[src/core/clk_mgr_host_defines.vh]
// Purpose: Constants for the clock manager register port controller.
// Assumes: One clock at 125 MHz (8 ns period).
// Notes:   Times are printed in ns; cycle counts derive from them.
`ifndef CLK_MGR_HOST_DEFINES_VH
`define CLK_MGR_HOST_DEFINES_VH

// ----------------------------------------------------------------
// Register map of the clock manager
// ----------------------------------------------------------------
`define REG_OSC_RANGE_SELECT      3'h4
`define REG_POWER_RESET_CONTROL   3'h7
`define PRC_ENABLE_BIT            0
`define PRC_DLL_RESET_BIT         1
`define PRC_PLL_RESET_BIT         2
`define PRC_RUN_IN_CONFIG_BIT     6
`define PRC_GSR_IMMUNE_BIT        7
`define PRC_RESET_VALUE           8'h00

// ----------------------------------------------------------------
// Discouraged oscillator range codes, upper two and lower three bits
// ----------------------------------------------------------------
`define OSC_LOW_BAND_HI           2'h0
`define OSC_DISCOURAGED_MIN       3'h2
`define OSC_DISCOURAGED_MAX       3'h4

// ----------------------------------------------------------------
// Timing
// ----------------------------------------------------------------
`define CLK_PERIOD_NS             8
`define ACQ_MAX_NS                100000
// Acquisition ceiling of 100 us at 8 ns per cycle, sized to the 16-bit counter.
`define ACQ_MAX_CYCLES            16'h30d4
`define LOCK_INTEG_CYCLES         16'h03e8
`define ADDR_SETUP_CYCLES         3'h2
`define READ_STROBE_CYCLES        3'h6
`define WRITE_STROBE_CYCLES       3'h4
`define WRITE_HOLD_CYCLES         3'h2
`define READ_HOLD_CYCLES          3'h1

`endif

[src/core/pin_sync.v]
// Purpose: Three-stage synchroniser for pins from outside the clock domain.
// Assumes: A change is accepted once the second and third stages agree.
// Notes:   The first stage feeds only the second stage.
`timescale 1ns/100ps
`default_nettype none

module pin_sync #(
  parameter WIDTH = 1
) (
  input  wire             ref_clk_i,
  input  wire             rst_i,
  input  wire [WIDTH-1:0] pin_i,
  output reg  [WIDTH-1:0] sync_o
);

  reg [WIDTH-1:0] s1_ff;
  reg [WIDTH-1:0] s2_ff;
  reg [WIDTH-1:0] s3_ff;

  always @(posedge ref_clk_i) begin
    if (rst_i) begin
      s1_ff  <= {WIDTH{1'b0}};
      s2_ff  <= {WIDTH{1'b0}};
      s3_ff  <= {WIDTH{1'b0}};
      sync_o <= {WIDTH{1'b0}};
    end else begin
      s1_ff <= pin_i;
      s2_ff <= s1_ff;
      s3_ff <= s2_ff;
      if (s2_ff == s3_ff) begin
        sync_o <= s3_ff;
      end
    end
  end

endmodule

`default_nettype wire

[src/core/clk_mgr_host_ctrl.v]
// Purpose: Host-side controller for a clock manager's register port and lock pin.
// Assumes: The device captures write data on the rising write strobe edge.
// Notes:   One command at a time; the lock pin is integrated before use.
// Notes on behaviour
// Address is set up before the read strobe rises.
// Device drives read data while the read strobe stays high.
// Address may change during a read strobe; this host never does.
// Device floats its read data once the read strobe falls.
// Address and data are stable before and after the write strobe rises.
// Read strobe and write strobe are never high together.
// Device raises lock when output clock meets programmed values and jitter.
// Lock is integrated so two cycle dropouts restart the count; one cycle dropouts are absorbed by the synchroniser.
// Lock counts only once continuously high for the integration period.
// Register 7 bit 0 enables the manager; clear powers it down.
// Register 7 bits 2:1 reset DLL and PLL logic only.
// Register 7 bit 7 makes the manager ignore global reset.
// Register 7 bit 6 lets the manager run during configuration.
// With bit 6 clear the manager waits for configuration done.
// Enabling leads through wake-up and acquisition before steady state.
// Output clock is unstable during the shutdown interval.
// Register 4 range code picks a band; acquisition up to 100 us.
// The three highest-frequency range codes are refused by this host.
// Control registers are eight bits and read back the last write.
// Lock is ignored while disabled, held in reset or waking up; this host gates lock only on register 7 bits 0 and 2:1, with no wake-up wait.
`timescale 1ns/100ps
`default_nettype none
`include "clk_mgr_host_defines.vh"

module clk_mgr_host_ctrl #(
  parameter [15:0] ACQ_MAX_CYCLES = `ACQ_MAX_CYCLES
) (
  input  wire       ref_clk_i,
  input  wire       rst_i,
  // User command side.
  input  wire       cmd_valid_i,
  input  wire       cmd_write_i,
  input  wire [2:0] cmd_addr_i,
  input  wire [7:0] cmd_wdata_i,
  output reg        cmd_ready_o,
  output reg        rsp_valid_o,
  output reg  [7:0] rsp_rdata_o,
  output reg        cmd_refused_o,
  // Status toward user.
  output reg        mgr_enabled_o,
  output reg        lock_qualified_o,
  output reg        acq_timeout_o,
  // Device register port pins.
  output reg  [2:0] reg_addr_o,
  output reg  [7:0] reg_wdata_o,
  output reg        read_strobe_o,
  output reg        write_strobe_o,
  input  wire [7:0] reg_rdata_i,
  input  wire       lock_i
);

  // ----------------------------------------------------------------
  // Pin synchronisers
  // ----------------------------------------------------------------
  wire [7:0] rdata_sync;
  wire       lock_sync;

  pin_sync #(.WIDTH(8)) u_rdata_sync (
    .ref_clk_i (ref_clk_i),
    .rst_i     (rst_i),
    .pin_i     (reg_rdata_i),
    .sync_o    (rdata_sync)
  );

  pin_sync #(.WIDTH(1)) u_lock_sync (
    .ref_clk_i (ref_clk_i),
    .rst_i     (rst_i),
    .pin_i     (lock_i),
    .sync_o    (lock_sync)
  );

  // ----------------------------------------------------------------
  // Register port sequencer
  // ----------------------------------------------------------------
  localparam [1:0] ST_IDLE   = 2'h0;
  localparam [1:0] ST_SETUP  = 2'h1;
  localparam [1:0] ST_STROBE = 2'h2;
  localparam [1:0] ST_HOLD   = 2'h3;

  reg  [1:0] state_ff;
  reg  [2:0] cnt_ff;
  reg        is_write_ff;
  reg  [7:0] prc_shadow_ff;

  wire       osc_discouraged;
  wire       cmd_take;

  // refuse discouraged codes
  assign osc_discouraged = (cmd_addr_i == `REG_OSC_RANGE_SELECT) &&
                           (cmd_wdata_i[7:6] == `OSC_LOW_BAND_HI) &&
                           (cmd_wdata_i[2:0] >= `OSC_DISCOURAGED_MIN) &&
                           (cmd_wdata_i[2:0] <= `OSC_DISCOURAGED_MAX);
  assign cmd_take        = cmd_valid_i && cmd_ready_o;

  always @(posedge ref_clk_i) begin
    if (rst_i) begin
      state_ff       <= ST_IDLE;
      cnt_ff         <= 3'h0;
      is_write_ff    <= 1'b0;
      cmd_ready_o    <= 1'b1;
      rsp_valid_o    <= 1'b0;
      rsp_rdata_o    <= 8'h00;
      cmd_refused_o  <= 1'b0;
      reg_addr_o     <= 3'h0;
      reg_wdata_o    <= 8'h00;
      read_strobe_o  <= 1'b0;
      write_strobe_o <= 1'b0;
      prc_shadow_ff  <= `PRC_RESET_VALUE;
    end else begin
      rsp_valid_o   <= 1'b0;
      cmd_refused_o <= 1'b0;
      case (state_ff)
        ST_IDLE: begin
          if (cmd_take) begin
            if (cmd_write_i && osc_discouraged) begin
              cmd_refused_o <= 1'b1;
            end else begin
              // address before strobe
              reg_addr_o  <= cmd_addr_i;
              reg_wdata_o <= cmd_wdata_i;
              is_write_ff <= cmd_write_i;
              cnt_ff      <= `ADDR_SETUP_CYCLES - 3'h1;
              cmd_ready_o <= 1'b0;
              state_ff    <= ST_SETUP;
            end
          end
        end
        ST_SETUP: begin
          if (cnt_ff == 3'h0) begin
            // only one strobe at a time
            if (is_write_ff) begin
              // rising edge writes
              write_strobe_o <= 1'b1;
              cnt_ff         <= `WRITE_STROBE_CYCLES - 3'h1;
            end else begin
              read_strobe_o <= 1'b1;
              cnt_ff        <= `READ_STROBE_CYCLES - 3'h1;
            end
            state_ff <= ST_STROBE;
          end else begin
            cnt_ff <= cnt_ff - 3'h1;
          end
        end
        // address held under strobe
        ST_STROBE: begin
          if (cnt_ff == 3'h0) begin
            if (is_write_ff) begin
              write_strobe_o <= 1'b0;
              cnt_ff         <= `WRITE_HOLD_CYCLES - 3'h1;
              // shadow of written control
              if (reg_addr_o == `REG_POWER_RESET_CONTROL) begin
                prc_shadow_ff <= reg_wdata_o;
              end
            end else begin
              // sample while strobe high
              read_strobe_o <= 1'b0;
              rsp_rdata_o   <= rdata_sync;
              rsp_valid_o   <= 1'b1;
              cnt_ff        <= `READ_HOLD_CYCLES - 3'h1;
            end
            state_ff <= ST_HOLD;
          end else begin
            cnt_ff <= cnt_ff - 3'h1;
          end
        end
        ST_HOLD: begin
          // let the bus float before reuse
          if (cnt_ff == 3'h0) begin
            cmd_ready_o <= 1'b1;
            state_ff    <= ST_IDLE;
          end else begin
            cnt_ff <= cnt_ff - 3'h1;
          end
        end
        default: begin
          state_ff       <= ST_IDLE;
          cmd_ready_o    <= 1'b1;
          read_strobe_o  <= 1'b0;
          write_strobe_o <= 1'b0;
        end
      endcase
    end
  end

  // ----------------------------------------------------------------
  // Lock integration and acquisition watch
  // ----------------------------------------------------------------
  reg  [15:0] lock_cnt_ff;
  reg  [15:0] acq_cnt_ff;
  wire        mgr_running;

  // enable bit
  // DLL and PLL resets hold lock invalid
  assign mgr_running = prc_shadow_ff[`PRC_ENABLE_BIT] &&
                       !prc_shadow_ff[`PRC_DLL_RESET_BIT] &&
                       !prc_shadow_ff[`PRC_PLL_RESET_BIT];

  always @(posedge ref_clk_i) begin
    if (rst_i) begin
      lock_cnt_ff      <= 16'h0000;
      acq_cnt_ff       <= 16'h0000;
      mgr_enabled_o    <= 1'b0;
      lock_qualified_o <= 1'b0;
      acq_timeout_o    <= 1'b0;
    end else begin
      mgr_enabled_o <= mgr_running;
      // no lock while disabled
      // shutdown leaves clock unusable
      if (!mgr_running) begin
        lock_cnt_ff      <= 16'h0000;
        acq_cnt_ff       <= 16'h0000;
        lock_qualified_o <= 1'b0;
        acq_timeout_o    <= 1'b0;
      end else begin
        // dropouts restart count
        // solid high only
        if (!lock_sync) begin
          lock_cnt_ff      <= 16'h0000;
          lock_qualified_o <= 1'b0;
        end else if (lock_cnt_ff == `LOCK_INTEG_CYCLES) begin
          lock_qualified_o <= 1'b1;
        end else begin
          lock_cnt_ff <= lock_cnt_ff + 16'h0001;
        end
        // acquisition bound
        if (lock_qualified_o) begin
          acq_cnt_ff <= 16'h0000;
        end else if (acq_cnt_ff == ACQ_MAX_CYCLES) begin
          acq_timeout_o <= 1'b1;
        end else begin
          acq_cnt_ff <= acq_cnt_ff + 16'h0001;
        end
      end
    end
  end

endmodule

`default_nettype wire

[config.mk]
export PLATFORM = sky130hd
export DESIGN_NAME = clk_mgr_host_ctrl
export DESIGN_NICKNAME = d
export VERILOG_FILES = /design/src/core/pin_sync.v /design/src/core/clk_mgr_host_ctrl.v
export VERILOG_INCLUDE_DIRS = /design/src /design/src/core
export SDC_FILE = /design/constraint.sdc
export NUM_CORES = 1
export LEC_CHECK = 0
export BUFFER_PORTS_ARGS = -buffer_cell sky130_fd_sc_hd__buf_2
export CAP_MARGIN = 10
export CORE_ASPECT_RATIO = 0.6
export CORE_UTILIZATION = 60
export CTS_CLUSTER_SIZE = 16
export DETAILED_ROUTE_END_ITERATION = 6
export GPL_TIMING_DRIVEN = 0
export HOLD_SLACK_MARGIN = 0.1
export PLACE_DENSITY = 0.82
export SYNTH_ARGS = -nofsm -noshare
export SYNTH_HDL_FRONTEND = slang
export SYNTH_SLANG_ARGS = --single-unit
export TNS_END_PERCENT = 20
[constraint.sdc]
create_clock -name ref_clk_i -period 2.6 [get_ports ref_clk_i]
set_input_delay 0.52 -clock ref_clk_i [delete_from_list [all_inputs] [get_ports ref_clk_i]]
set_output_delay 0.52 -clock ref_clk_i [all_outputs]
set_load 0.01 [all_outputs]
==> metrics.cfg <==
[pwr]
intPower_mw=2.83
pwr-share-comb_pct=17.9
clock_power_share_pct=37.0
switching_power_mw=1.09
ir_drop_uv=634
power_density_mw_per_mm2=799
p_seq_share_pct=45.1
p_leak_nw=1.91
sw_frac_of_total_pct=27.9

[timing]
setup_violations=0
relSlewSlack_pct=58.1
whs_ps=380
fin_skew_ps=9.75
fmaxAchievable_mhz=508
final-max-slew-violation-count=0
rsz0062_at_grt=no
setup-tns-final_ps=0
finalCritPeriodShare_pct=75.8
hold_violations=0
fin_crit_ps=1970
tightest_slew_ps=628

[setup_path]
cp.arrival_ps=2230
critical_path.startpoint_type=register
rrSetupSlack_ps=630
reg2reg_depth=6
crit_type=register to register
endpoint_kind=register
path_max_fanout=10
critical_path_required_ps=2860
r2r_start=state_ff[0]
r2r_end=reg_wdata_o[7]

[logic_synthesis]
synthSimpleGateAreaFrac_pct=24.0
syn_inst=447
ys_seq_area_share_pct=49.2
synth_area_sq_mm=0.00423
synth_enable_flop_cells=0
synth_area_leaders=dfxtp_1 49%, nor2b_1 4.6%, xor2_1 3.9%
yosysWarnings=0
yosysTopAreaCell=dfxtp_1
synth_fa_ha_area_share_pct=2.96
yosys.area_share.xor_xnor_pct=6.21
syn_nets=481
syn_area_per_cell_sq_um=9.46
synth_compound_area_share_pct=11.8
synth_cell_types=56
synth_mux_area_share_pct=2.84
synth_top_area_share_pct=49.2
ys_seq_elements=104
synth_ff_type=dfxtp_1
synth_top_family_by_area=simple AND/OR/NAND/NOR gates
async_reset_ff_share_pct=0

[route]
ant_nets=0
vias=3395
drt_pre_antenna_iters=5
drt_wl_total_um=8900
wl_per_cell_um=14.8
viasPerCell=5.66
drt_iter0_markers=274
drc_errors=0

[grt]
grt_pass1_wl_um=14300
grt_pass1_vias=3039
overflow=0
grt_usage_pct=25.6
antenna_found_initial=0
grt_max_degree=19

[clock_tree]
clkSinkCount=104
clock_latency_ps=340
hold_buffers=0
cts_resized=0
cts_setup_buffers=0
cts_tree=built
h-tree-depth=3
numCtsBuffers=9
clock-root-buffer=clkbuf_16
clockBufferDepth=2
cts.clk_slew.worst_paths_ps=70

[layout]
fin_nets=542
finalInstanceArea_sq_mm=0.00491
num_antenna_cells=0
utilization_pct=72.9
drive_above_1_share_pct=15.2
area_growth_pct=16.2

[die]
rows=23
die_h_um=67.0
io_pins=51
start_util_pct=62.8
core_area_sq_mm=0.00673
die_x_um=110
die-area_sq_mm=0.00740

[placement]
gp_congestion=0.883
port_buffers=50
hpwlAfterDp_um=6350
dpl_cell_area_sq_mm=0.00459

[hold_path]
holdPathStages=2
hold_path_class=input pin to register
hp-start=reg_rdata_i[4]
worstHoldEndpoint=u_rdata_sync.s1_ff[4]

[run]
maxCapViolCount=0

[status]
status=finished clean

-- worst max path at each step --
stage	from	end	slack (ps)
after global routing	state_ff[0]	reg_wdata_o[2]	490
after CTS	state_ff[0]	reg_wdata_o[7]	640
after detailed placement	state_ff[0]	reg_wdata_o[7]	660
final	state_ff[0]	reg_wdata_o[7]	630
after floorplan	cmd_wdata_i[6]	reg_addr_o[2]	890
after global placement	cmd_wdata_i[0]	reg_addr_o[2]	650
-- registers in the layout, indices dropped and copies added, names as in the netlist, 2 cells and up --
register and count:
acq_cnt_ff 16, lock_cnt_ff 16, reg_wdata_o 8, rsp_rdata_o 8, u_rdata_sync.s1_ff 8, u_rdata_sync.s2_ff 8
u_rdata_sync.s3_ff 8, u_rdata_sync.sync_o 8, cnt_ff 3, prc_shadow_ff 3, reg_addr_o 3, state_ff 2
-- through the flow --
step / setup slack [ps] / cells / power [mW]
final: 630 / 600 / 3.92
after detailed placement: 664 / 584 / 2.50
after global placement: 652 / 584 / 2.47
after global routing: 486 / 600 / 4.11
after CTS: 639 / 600 / 3.94
after floorplan: 894 / 447 / 2.29
-- critical path, cell delays in order (launching register included) --
cell and delay [ps]:
dfxtp_1 330, inv_1 100, ha_1 150, clkbuf_1 260, nand3_1 340, nor2_4 440
mux2i_1 260
-- cell type report --
type / count / area (sq um)
buffer: 19 / 75.1
sequential: 104 / 2080
timing repair buffer: 50 / 250
multi-input combinational: 311 / 2020
inverter: 13 / 48.8
tap: 87 / 109
clock inverter: 7 / 98.8
clock buffer: 9 / 225
fill: 515 / 1820
-- power by group through the flow --
| stage | sequential, mW | clock, mW | combinational (mW) |
|---|---|---|---|
| after detailed placement | 1.81 | 0 | 0.697 |
| after CTS | 1.77 | 1.47 | 0.699 |
| after global routing | 1.78 | 1.54 | 0.782 |
| after global placement | 1.80 | 0 | 0.665 |
| after floorplan | 1.82 | 0 | 0.478 |
| final | 1.77 | 1.45 | 0.702 |
-- cells in the final DEF, fill, tap and decap left out, types with 2 or more instances in the layout --
| master | count |
|---|---|
| a21oi_1 | 25 |
| a221oi_1 | 2 |
| a22o_1 | 8 |
| a31oi_1 | 3 |
| and2_1 | 5 |
| and3_1 | 4 |
| and3b_1 | 2 |
| and4_1 | 8 |
| buf_2 | 53 |
| bufinv_16 | 2 |
| clkbuf_1 | 15 |
| clkbuf_16 | 9 |
| clkinv_2 | 2 |
| dfxtp_1 | 104 |
| ha_1 | 10 |
| inv_1 | 12 |
| inv_6 | 2 |
| mux2i_1 | 12 |
| nand2_1 | 43 |
| nand2b_1 | 3 |
| nand3_1 | 20 |
| nand3b_1 | 3 |
| nand4_1 | 15 |
| nor2_1 | 27 |
| nor2b_1 | 31 |
| nor3b_1 | 2 |
| nor4_1 | 2 |
| nor4b_1 | 2 |
| o211ai_1 | 2 |
| o21ai_0 | 22 |
| or3_1 | 5 |
| xnor2_1 | 11 |
| xor2_1 | 19 |
-- synth_stat cells (all sizes together) (10+ instances only) --
library cell and number:
xnor2 11, nand2 44, xor2 19, nor2 28, nand3 20, mux2i 12
o21ai 22, a21oi 25, nand4 15, clkbuf 15, dfxtp 104, inv 12
ha 10, nor2b 31
-- cell families after synthesis --
family                     after synthesis
DFF                                    104
buffers and inverters                   32
and+or+nand+nor                        182
xor gates and xnor gates                30
adders and majority gates               10
AOI/OAI and AO/OA                       77
muxes                                   12
-- per-layer routing --
| layer | GRT usage [%] | up-vias | part of all wire (%) |
|---|---|---|---|
| met1 | 34.5 | 1586 | 46 |
| li1 | - | 1675 | - |
| met2 | 39.3 | 118 | 45 |
| met4 | 9.05 | 0 | 1.9 |
| met3 | 6.95 | 16 | 7.1 |
| met5 | 0 | - | 0 |
(Power assumes the default switching activity.)
